### config.mk
export PLATFORM = sky130hd
export DESIGN_NAME = stm_timer
export DESIGN_NICKNAME = d
export VERILOG_FILES = /design/src/core/stm_pkg.sv /design/src/core/stm_timer.sv
export SDC_FILE = /design/constraint.sdc
export NUM_CORES = 1
export LEC_CHECK = 0
export ABC_AREA = 0
export ABC_CLOCK_PERIOD_IN_PS = 3900
export BUFFER_PORTS_ARGS = -buffer_cell sky130_fd_sc_hd__buf_2
export CORE_MARGIN = 5
export CORE_UTILIZATION = 58
export DETAILED_ROUTE_END_ITERATION = 7
export PLACE_DENSITY = 0.9
export SLEW_MARGIN = 0
export SYNTH_ARGS = -nofsm -noshare
export SYNTH_HDL_FRONTEND = slang
export SYNTH_SLANG_ARGS = --single-unit
export TNS_END_PERCENT = 30
### constraint.sdc
create_clock -name clk -period 3.9 [get_ports clk]
set_input_delay 0.78 -clock clk [delete_from_list [all_inputs] [get_ports clk]]
set_output_delay 0.78 -clock clk [all_outputs]
set_load 0.01 [all_outputs]
### src/core/stm_pkg.sv
// stm_pkg: constants for the standard timer block
// assumes a 32-bit axi4-lite register bus, byte registers in low bits
package stm_pkg;
    // -----------------------------------------
    // register byte addresses
    // -----------------------------------------
    localparam logic [7:0] ADDR_CTRL0 = 8'h00;
    localparam logic [7:0] ADDR_CTRL1 = 8'h04;
    localparam logic [7:0] ADDR_CNT_LO = 8'h08;
    localparam logic [7:0] ADDR_CNT_HI = 8'h0C;
    localparam logic [7:0] ADDR_CMPA_LO = 8'h10;
    localparam logic [7:0] ADDR_CMPA_HI = 8'h14;
    localparam logic [7:0] ADDR_PERIOD = 8'h18;
    localparam logic [7:0] ADDR_FLAGS = 8'h1C;
    // -----------------------------------------
    // control0 fields
    // -----------------------------------------
    localparam int CTRL0_PAUSE_POS = 7;
    localparam int CTRL0_CLKSEL_POS = 4;
    localparam int CTRL0_ENABLE_POS = 3;
    // -----------------------------------------
    // control1 fields
    // -----------------------------------------
    localparam int CTRL1_MODE_POS = 6;
    localparam int CTRL1_PIN_POS = 4;
    localparam int CTRL1_OC_POS = 3;
    localparam int CTRL1_INV_POS = 2;
    localparam int CTRL1_SWAP_POS = 1;
    localparam int CTRL1_CCLR_POS = 0;
    // flag register: bit0 match A, bit1 match P; write one to clear
    localparam int FLAG_A_POS = 0;
    localparam int FLAG_P_POS = 1;
    // -----------------------------------------
    // reset values
    // -----------------------------------------
    localparam logic [7:0] CTRL0_RESET = 8'h00;
    localparam logic [7:0] CTRL1_RESET = 8'h00;
    localparam logic [7:0] CMPA_RESET = 8'h00;
    localparam logic [7:0] PERIOD_RESET = 8'h00;
    // -----------------------------------------
    // encodings
    // -----------------------------------------
    localparam logic [1:0] MODE_COMPARE = 2'h0;
    localparam logic [1:0] MODE_PWM = 2'h2;
    localparam logic [1:0] MODE_TIMER = 2'h3;
    localparam logic [1:0] PIN_NONE = 2'h0;
    localparam logic [1:0] PIN_LOW = 2'h1;
    localparam logic [1:0] PIN_HIGH = 2'h2;
    localparam logic [1:0] PIN_TOGGLE = 2'h3;
    localparam logic [2:0] CLK_SYS_DIV4 = 3'h0;
    localparam logic [2:0] CLK_SYS = 3'h1;
    localparam logic [2:0] CLK_H_DIV16 = 3'h2;
    localparam logic [2:0] CLK_H_DIV64 = 3'h3;
    localparam logic [2:0] CLK_EXT_RISE = 3'h6;
    localparam logic [2:0] CLK_EXT_FALL = 3'h7;
    // -----------------------------------------
    // divider counts and bus answers
    // -----------------------------------------
    localparam int DIV_SYS4 = 4;
    localparam int DIV_H16 = 16;
    localparam int DIV_H64 = 64;
    localparam int DIV_SUB = 256;
    localparam logic [1:0] RESP_OKAY = 2'h0;
    localparam logic [1:0] RESP_SLVERR = 2'h2;
endpackage

### src/core/stm_timer.sv
// stm_timer: 16-bit up-counting timer with compare A, period compare P and one output pin
// assumes one 100 MHz clock, async high reset, axi4-lite master, external clock pin asynchronous
//
// Contract
// - period byte matches counter high byte
// - compare A is sixteen bits, two bytes
// - mode codes select compare, timer, pwm; pwm with toggle pin code is pulse
// - clear-select low clears on P, both flags
// - clear-select high clears on A, A flag
// - zero A overflows at FFFF, no flag
// - compare pin moves only on A match or enable rise
// - enable rise loads pin with initial level
// - timer mode like compare, pin unused
// - pwm ignores clear-select, swap picks roles
// - swap zero period P, duty A
// - swap one period A, duty P times 256
// - pwm raises both match flags
// - pwm level, force codes and invert bit
// - pwm keeps running while pin forced
// - pulse mode external edge sets enable
// - pulse mode A match clears enable
// - pulse ignores P, counter zeroed on start
// - enable rise zeroes counter, fall holds it
// - compare pin codes none, low, high, toggle
`timescale 1ns/1ns
module stm_timer #(
    parameter int CNT_W = 16
) (
    input wire logic clk, // system clock
    input wire logic sys_rst, // async reset, active high
    input wire logic [7:0] s_axi_awaddr, // write address
    input wire logic s_axi_awvalid, // write address valid
    output logic s_axi_awready, // write address ready
    input wire logic [31:0] s_axi_wdata, // write data
    input wire logic [3:0] s_axi_wstrb, // write strobes
    input wire logic s_axi_wvalid, // write data valid
    output logic s_axi_wready, // write data ready
    output logic [1:0] s_axi_bresp, // write response
    output logic s_axi_bvalid, // write response valid
    input wire logic s_axi_bready, // write response ready
    input wire logic [7:0] s_axi_araddr, // read address
    input wire logic s_axi_arvalid, // read address valid
    output logic s_axi_arready, // read address ready
    output logic [31:0] s_axi_rdata, // read data
    output logic [1:0] s_axi_rresp, // read response
    output logic s_axi_rvalid, // read data valid
    input wire logic s_axi_rready, // read data ready
    input wire logic externalClockPin, // external clock / trigger pin
    output logic timerOutputPin // timer output pin
);
    // -----------------------------------------
    // registers
    // -----------------------------------------
    logic [7:0] ctrl0_ff, ctrl1_ff, cmpALo_ff, cmpAHi_ff, period_ff;
    logic [CNT_W-1:0] count_ff;
    logic matchAFlag_ff, matchPFlag_ff, pinLevel_ff, enablePrev_ff;
    logic [2:0] extSync_ff;
    logic [7:0] div_ff;
    logic awHeld_ff, wHeld_ff;
    logic [7:0] awAddr_ff;
    logic [31:0] wData_ff;
    logic [3:0] wStrb_ff;

    // -----------------------------------------
    // field decode
    // -----------------------------------------
    wire timerEnable = ctrl0_ff[stm_pkg::CTRL0_ENABLE_POS];
    wire pauseBit = ctrl0_ff[stm_pkg::CTRL0_PAUSE_POS];
    wire [2:0] clkSel = ctrl0_ff[stm_pkg::CTRL0_CLKSEL_POS +: 3];
    wire [1:0] modeSel = ctrl1_ff[stm_pkg::CTRL1_MODE_POS +: 2];
    wire [1:0] pinAction = ctrl1_ff[stm_pkg::CTRL1_PIN_POS +: 2];
    wire outputControl = ctrl1_ff[stm_pkg::CTRL1_OC_POS];
    wire outputInvert = ctrl1_ff[stm_pkg::CTRL1_INV_POS];
    wire dutySwap = ctrl1_ff[stm_pkg::CTRL1_SWAP_POS];
    wire clearSelect = ctrl1_ff[stm_pkg::CTRL1_CCLR_POS];
    wire [15:0] compareA = {cmpAHi_ff, cmpALo_ff};

    // mode flags
    wire isPwmFamily = (modeSel == stm_pkg::MODE_PWM);
    wire isPulse = isPwmFamily && (pinAction == stm_pkg::PIN_TOGGLE);
    wire isPwm = isPwmFamily && !isPulse;
    wire isCompareLike = (modeSel == stm_pkg::MODE_COMPARE) || (modeSel == stm_pkg::MODE_TIMER);

    // -----------------------------------------
    // clock source selection
    // -----------------------------------------
    function automatic logic divTick(input logic [7:0] d, input int n);
        divTick = ((d % n) == 0);
    endfunction
    wire extRise = extSync_ff[1] && !extSync_ff[2];
    wire extFall = !extSync_ff[1] && extSync_ff[2];
    logic tick;
    always_comb
    begin
        case (clkSel)
            stm_pkg::CLK_SYS_DIV4: tick = divTick(div_ff, stm_pkg::DIV_SYS4);
            stm_pkg::CLK_SYS: tick = 1'b1;
            stm_pkg::CLK_H_DIV16: tick = divTick(div_ff, stm_pkg::DIV_H16);
            stm_pkg::CLK_H_DIV64: tick = divTick(div_ff, stm_pkg::DIV_H64);
            stm_pkg::CLK_EXT_RISE: tick = extRise;
            stm_pkg::CLK_EXT_FALL: tick = extFall;
            default: tick = divTick(div_ff, stm_pkg::DIV_SUB);
        endcase
    end
    // pulse trigger edge follows the clock select: falling for CLK_EXT_FALL, else rising
    wire extTrigger = (clkSel == stm_pkg::CLK_EXT_FALL) ? extFall : extRise;

    // -----------------------------------------
    // comparators
    // -----------------------------------------
    wire countStep = timerEnable && !pauseBit && tick;
    wire [CNT_W-1:0] countInc = count_ff + 1'b1;
    wire atMax = &count_ff;
    // P matches on the step from period byte times 256 minus one, or from FFFF when the byte is zero
    wire pMatch = countStep && ((period_ff == 8'h00) ? atMax : (countInc == {period_ff, 8'h00}));
    wire aMatch = countStep && (compareA != 16'h0000) && (countInc == compareA);
    wire overflow = countStep && atMax;

    // clear source per mode
    logic clearCount;
    always_comb
    begin
        if (isCompareLike)
            clearCount = clearSelect ? aMatch : pMatch;
        else if (isPwm)
            clearCount = dutySwap ? aMatch : pMatch;
        else
            clearCount = 1'b0;
    end
    wire raiseA = aMatch;
    // clear-select high suppresses P flag in compare and timer modes; pulse mode ignores P
    wire raiseP = pMatch && !isPulse && !(isCompareLike && clearSelect);

    // pwm active window
    wire [15:0] dutyValue = dutySwap ? {period_ff, 8'h00} : compareA;
    wire [16:0] periodValue = dutySwap ? {1'b0, compareA} : ((period_ff == 8'h00) ? 17'h10000 : {1'b0, period_ff, 8'h00});
    wire pwmActive = ({1'b0, dutyValue} >= periodValue) || (count_ff < dutyValue);

    // -----------------------------------------
    // bus write path
    // -----------------------------------------
    wire awTake = s_axi_awvalid && s_axi_awready;
    wire wTake = s_axi_wvalid && s_axi_wready;
    wire haveAw = awHeld_ff || awTake;
    wire haveW = wHeld_ff || wTake;
    wire doWrite = haveAw && haveW && !s_axi_bvalid;
    wire [7:0] wrAddr = awHeld_ff ? awAddr_ff : s_axi_awaddr;
    wire [31:0] wrData = wHeld_ff ? wData_ff : s_axi_wdata;
    wire [3:0] wrStrb = wHeld_ff ? wStrb_ff : s_axi_wstrb;
    wire wrByte0 = doWrite && wrStrb[0];
    wire wrKnown = (wrAddr == stm_pkg::ADDR_CTRL0) || (wrAddr == stm_pkg::ADDR_CTRL1)
        || (wrAddr == stm_pkg::ADDR_CMPA_LO) || (wrAddr == stm_pkg::ADDR_CMPA_HI)
        || (wrAddr == stm_pkg::ADDR_PERIOD) || (wrAddr == stm_pkg::ADDR_FLAGS)
        || (wrAddr == stm_pkg::ADDR_CNT_LO) || (wrAddr == stm_pkg::ADDR_CNT_HI);

    // next control0: software write, then hardware set/clear of enable
    logic [7:0] nxt_ctrl0;
    always_comb
    begin
        nxt_ctrl0 = ctrl0_ff;
        if (wrByte0 && wrAddr == stm_pkg::ADDR_CTRL0)
            nxt_ctrl0 = {wrData[7:3], 3'h0};
        if (isPulse && timerEnable && aMatch)
            nxt_ctrl0[stm_pkg::CTRL0_ENABLE_POS] = 1'b0;
        if (isPulse && !timerEnable && extTrigger)
            nxt_ctrl0[stm_pkg::CTRL0_ENABLE_POS] = 1'b1;
    end
    wire enableRise = timerEnable && !enablePrev_ff;

    // control and compare registers
    always_ff @(posedge clk or posedge sys_rst)
    begin
        if (sys_rst)
        begin
            ctrl0_ff <= stm_pkg::CTRL0_RESET;
            ctrl1_ff <= stm_pkg::CTRL1_RESET;
            cmpALo_ff <= stm_pkg::CMPA_RESET;
            cmpAHi_ff <= stm_pkg::CMPA_RESET;
            period_ff <= stm_pkg::PERIOD_RESET;
        end
        else
        begin
            ctrl0_ff <= nxt_ctrl0;
            if (wrByte0 && wrAddr == stm_pkg::ADDR_CTRL1)
                ctrl1_ff <= wrData[7:0];
            if (wrByte0 && wrAddr == stm_pkg::ADDR_CMPA_LO)
                cmpALo_ff <= wrData[7:0];
            if (wrByte0 && wrAddr == stm_pkg::ADDR_CMPA_HI)
                cmpAHi_ff <= wrData[7:0];
            if (wrByte0 && wrAddr == stm_pkg::ADDR_PERIOD)
                period_ff <= wrData[7:0];
        end
    end

    // -----------------------------------------
    // counter, flags, pin
    // -----------------------------------------
    wire flagClrA = wrByte0 && wrAddr == stm_pkg::ADDR_FLAGS && wrData[stm_pkg::FLAG_A_POS];
    wire flagClrP = wrByte0 && wrAddr == stm_pkg::ADDR_FLAGS && wrData[stm_pkg::FLAG_P_POS];
    logic nxt_pin;
    always_comb
    begin
        nxt_pin = pinLevel_ff;
        if (enableRise)
            nxt_pin = outputControl;
        else if (isCompareLike && aMatch)
        begin
            case (pinAction)
                stm_pkg::PIN_LOW: nxt_pin = 1'b0;
                stm_pkg::PIN_HIGH: nxt_pin = 1'b1;
                stm_pkg::PIN_TOGGLE: nxt_pin = !pinLevel_ff;
                default: nxt_pin = pinLevel_ff;
            endcase
        end
    end
    // pwm pin: forced codes or waveform at chosen level, then invert
    logic pwmPin;
    always_comb
    begin
        case (pinAction)
            stm_pkg::PIN_NONE: pwmPin = !outputControl;
            stm_pkg::PIN_LOW: pwmPin = outputControl;
            default: pwmPin = pwmActive ? outputControl : !outputControl;
        endcase
    end
    // pulse: active level while enabled, else inactive
    wire pulsePin = timerEnable ? outputControl : !outputControl;
    logic nxt_out;
    always_comb
    begin
        if (modeSel == stm_pkg::MODE_TIMER)
            nxt_out = 1'b0;
        else if (isPulse)
            nxt_out = pulsePin ^ outputInvert;
        else if (isPwm)
            nxt_out = pwmPin ^ outputInvert;
        else
            nxt_out = nxt_pin ^ outputInvert;
    end

    always_ff @(posedge clk or posedge sys_rst)
    begin
        if (sys_rst)
        begin
            count_ff <= '0;
            matchAFlag_ff <= 1'b0;
            matchPFlag_ff <= 1'b0;
            pinLevel_ff <= 1'b0;
            enablePrev_ff <= 1'b0;
            timerOutputPin <= 1'b0;
        end
        else
        begin
            enablePrev_ff <= timerEnable;
            pinLevel_ff <= nxt_pin;
            timerOutputPin <= nxt_out;
            if (enableRise)
                count_ff <= '0;
            else if (clearCount || overflow)
                count_ff <= '0;
            else if (countStep)
                count_ff <= countInc;
            matchAFlag_ff <= raiseA || (matchAFlag_ff && !flagClrA);
            matchPFlag_ff <= raiseP || (matchPFlag_ff && !flagClrP);
        end
    end

    // prescaler and external pin synchroniser
    always_ff @(posedge clk or posedge sys_rst)
    begin
        if (sys_rst)
        begin
            div_ff <= 8'h00;
            extSync_ff <= 3'h0;
        end
        else
        begin
            div_ff <= div_ff + 8'h01;
            extSync_ff <= {extSync_ff[1:0], externalClockPin};
        end
    end

    // -----------------------------------------
    // bus handshake
    // -----------------------------------------
    always_ff @(posedge clk or posedge sys_rst)
    begin
        if (sys_rst)
        begin
            awHeld_ff <= 1'b0;
            wHeld_ff <= 1'b0;
            awAddr_ff <= 8'h00;
            wData_ff <= 32'h0000_0000;
            wStrb_ff <= 4'h0;
            s_axi_awready <= 1'b0;
            s_axi_wready <= 1'b0;
            s_axi_bvalid <= 1'b0;
            s_axi_bresp <= stm_pkg::RESP_OKAY;
        end
        else
        begin
            if (awTake)
                awAddr_ff <= s_axi_awaddr;
            if (wTake)
            begin
                wData_ff <= s_axi_wdata;
                wStrb_ff <= s_axi_wstrb;
            end
            awHeld_ff <= haveAw && !doWrite;
            wHeld_ff <= haveW && !doWrite;
            s_axi_awready <= !(haveAw) && !s_axi_bvalid && !doWrite;
            s_axi_wready <= !(haveW) && !s_axi_bvalid && !doWrite;
            if (doWrite)
            begin
                s_axi_bvalid <= 1'b1;
                s_axi_bresp <= wrKnown ? stm_pkg::RESP_OKAY : stm_pkg::RESP_SLVERR;
            end
            else if (s_axi_bready)
                s_axi_bvalid <= 1'b0;
        end
    end

    // read decode
    logic [7:0] rdByte;
    logic rdKnown;
    always_comb
    begin
        rdKnown = 1'b1;
        case (s_axi_araddr)
            stm_pkg::ADDR_CTRL0: rdByte = ctrl0_ff;
            stm_pkg::ADDR_CTRL1: rdByte = ctrl1_ff;
            stm_pkg::ADDR_CNT_LO: rdByte = count_ff[7:0];
            stm_pkg::ADDR_CNT_HI: rdByte = count_ff[15:8];
            stm_pkg::ADDR_CMPA_LO: rdByte = cmpALo_ff;
            stm_pkg::ADDR_CMPA_HI: rdByte = cmpAHi_ff;
            stm_pkg::ADDR_PERIOD: rdByte = period_ff;
            stm_pkg::ADDR_FLAGS: rdByte = {6'h00, matchPFlag_ff, matchAFlag_ff};
            default:
            begin
                rdByte = 8'h00;
                rdKnown = 1'b0;
            end
        endcase
    end
    wire arTake = s_axi_arvalid && s_axi_arready;

    always_ff @(posedge clk or posedge sys_rst)
    begin
        if (sys_rst)
        begin
            s_axi_arready <= 1'b0;
            s_axi_rvalid <= 1'b0;
            s_axi_rdata <= 32'h0000_0000;
            s_axi_rresp <= stm_pkg::RESP_OKAY;
        end
        else
        begin
            s_axi_arready <= !s_axi_rvalid && !arTake;
            if (arTake)
            begin
                s_axi_rvalid <= 1'b1;
                s_axi_rdata <= {24'h000000, rdByte};
                s_axi_rresp <= rdKnown ? stm_pkg::RESP_OKAY : stm_pkg::RESP_SLVERR;
            end
            else if (s_axi_rready)
                s_axi_rvalid <= 1'b0;
        end
    end
endmodule

==> flow_summary.ini <==
[outcome]
outcome = finished, final reports clean

[timing]
finalSetupViolations = 0
maxSlewHeadroom = 0.350
fmax_mhz = 283
final.period_utilization = 0.907
holdWs_ns = 0.361
tns_ns = 0
worst_pin_slew_ns = 0.974
finalHoldViolCount = 0
period_minus_slack_ns = 3.54
finClkSkew_ns = 0.0128
finalMaxSlewViolations = 0
rsz0062_at_grt = no

[yosys]
ys_ff_latch = 103
async_flop_share = 1.00
syn_area_sq_um = 6680
syn_inst = 726
ys_seq_area_frac = 0.386
synth_top_area_share = 0.386
synthDistinctLibCells = 65
synth_largest_area_cell = dfrtp_1
syn-mean-instance-area_sq_um = 9.20
yosys_most_used_dff = dfrtp_1
synth-edff-count = 0
yosys_warnings = 0
synth_area_leaders = dfrtp_1 (39%), nand2_1 (5.6%), ha_1 (5.4%)

[worst_hold_path]
worstHoldStart = extSync_ff[0]$_DFF_PP0_
hold_path_class = reg -> reg

[drt]
wl_met3_mm = 1.67
final_antenna_net_count = 0
drc_errors = 0
drt-initial-drc-count = 533
wl_mm = 16.2
wl_met1_mm = 6.57
topRoutingLayerUsed = met4
firstDrtPassIters = 6
vias_per_cell = 6.16
routed-wl-met2_mm = 7.45
vias = 5562
wl_per_cell_um = 18.0

[layout]
mostFrequentLayoutCells = dfrtp_1 (103), nand2_1 (100), o21ai_0 (69)
fin_nets = 844
antenna-diode-count = 0
fill_cells = 909
syn2layout_area_growth_pct = 7.96
drive_gt1_frac = 0.141
final_common_cell = dfrtp_1

[grt]
grt_usage = 0.239
grt_first_pass_wirelength_mm = 27.0
grt_pass1_vias = 5308
antenna_found_initial = 0
gr-total-overflow = 0
grt_max_degree = 84

[worst_setup_path]
r2r_cells = 9
cp-start-kind = register
crit_start = count_ff[3]$_DFFE_PP0P_
cp_max_fo = 14
required_ns = 4.15
crit_type = reg -> reg
r2r_start = count_ff[3]$_DFFE_PP0P_
endpoint = timerOutputPin$_DFF_PP0_
r2r_end = timerOutputPin$_DFF_PP0_
critical_path_arrival_ns = 3.78
end_kind = register
r2r_setup_slack_ns = 0.36

[cts]
clock_latency_ns = 0.37
cts-htree-levels = 3
cts_tree = yes
clockRootBuffer = clkbuf_16
ctsResizeCount = 0
cts.sinks = 103
postCtsSetupBuffers = 0
path_clk_slew_ns = 0.08
cts_inserted_buffers = 9
clockBufferDepth = 2
hold_buffers = 0

[placement]
globalplace.congestion = 1.02
hpwl_mm = 11.8
port_buffers = 48

[flow_run]
cap_violations = 0

[power_and_ir_drop]
leakage_nw = 3.22
peakVddDrop_mv = 0.485
power_density_nw_per_um2 = 439

[die]
core_area_sq_um = 11400
core.rowCount = 39
start_util = 0.588
die_area_sq_um = 13800
die_w_um = 117
die_h_um = 117
io_pins = 102
critical path, stage by stage (launching register included):
cell      delay [ns]
dfrtp_1         0.72
nand4_1         0.32
nor4_2          0.45
xnor2_1         0.24
xor2_1          0.23
nand4b_1        0.18
o41a_1          0.44
a21o_1          0.18
a221oi_2        0.29
mux2_1          0.36
per-stage QoR:
stage	total power, mW	cells	util	worst slack (ns)	area [sq um]
2_1_floorplan	1.98	751	-	0.416	6780
5_1_grt	3.34	903	0.635	0.182	7210
6_report	3.16	903	0.635	0.362	7210
3_5_place_dp	2.20	887	0.606	0.515	6890
4_1_cts	3.17	903	0.635	0.419	7210
3_3_place_gp	2.16	887	0.606	0.574	6890
metal layers:
metal | global-route usage | up-vias
li1 | - | 2582
met1 | 0.318 | 2654
met2 | 0.366 | 277
met3 | 0.0659 | 49
met4 | 0.105 | 0
met5 | 0 | -
final cells by class:
| type | instances | area [sq um] | share of cell area |
|---|---|---|---|
| clock inverter | 7 | 98.8 | 0.0137 |
| inverter | 23 | 88.8 | 0.0123 |
| multi-input combinational | 564 | 3760 | 0.521 |
| clock buffer | 9 | 225 | 0.0312 |
| tap | 143 | 179 | 0.0248 |
| timing repair buffer | 54 | 285 | 0.0395 |
| sequential | 103 | 2580 | 0.357 |
report_power, final:
part	switching [mW]	total, mW	internal [mW]
logic	0.422	0.777	0.354
registers	0.188	1.43	1.24
clock network	0.438	0.956	0.518
total	1.05	3.16	2.12
Yosys cell counts, drive strengths merged, types with 2 or more instances:
cell and count:
dfrtp 103, nand2 100, o21ai 72, nor2 49, buf 43, mux2i 34, ha 29, xor2 26
xnor2 25, a21oi 22, inv 21, mux2 21, clkbuf 18, nand3 17, nand4 17, nor3 11
nand2b 10, nor2b 10, nor4 10, mux4 7, a211oi 6, a31oi 6, o211ai 6, and2 5
and4 5, or4 5, a21o 4, and3 4, or3 4, nor4b 3, a221oi 2, a22oi 2
clkinv 2, nand3b 2, nand4b 2, nor3b 2, o221ai 2, o31ai 2, or2 2
worst min path at each step:
stage / endpoint / slack, ns / depth (start not counted)
2_1_floorplan: extSync_ff[1]$_DFF_PP0_ / 0.33 / 0
3_3_place_gp: extSync_ff[1]$_DFF_PP0_ / 0.33 / 0
3_5_place_dp: extSync_ff[1]$_DFF_PP0_ / 0.35 / 0
4_1_cts: extSync_ff[1]$_DFF_PP0_ / 0.37 / 0
5_1_grt: extSync_ff[1]$_DFF_PP0_ / 0.38 / 0
6_report: extSync_ff[1]$_DFF_PP0_ / 0.36 / 0
registers in the layout, summed over array words and instances, names as in the netlist, 3 cells and up:
signal / flops
period_ff: 8
count_ff: 16
extSync_ff: 3
div_ff: 8
cmpALo_ff: 8
wData_ff: 8
ctrl0_ff: 5
s_axi_rdata: 8
cmpAHi_ff: 8
ctrl1_ff: 8
awAddr_ff: 8
logic make-up after synthesis:
| logic type | count (synthesis) | synth area share |
|---|---|---|
| xor gates and xnor gates | 52 | 0.0702 |
| and+or+nand+nor | 258 | 0.191 |
| adders and majority gates | 29 | 0.0543 |
| other | 1 | 0.000561 |
| DFF | 103 | 0.386 |
| buffers and inverters | 84 | 0.0657 |
| muxes | 62 | 0.110 |
| AOI/OAI and AO/OA | 137 | 0.122 |
(Power assumes the default switching activity.)
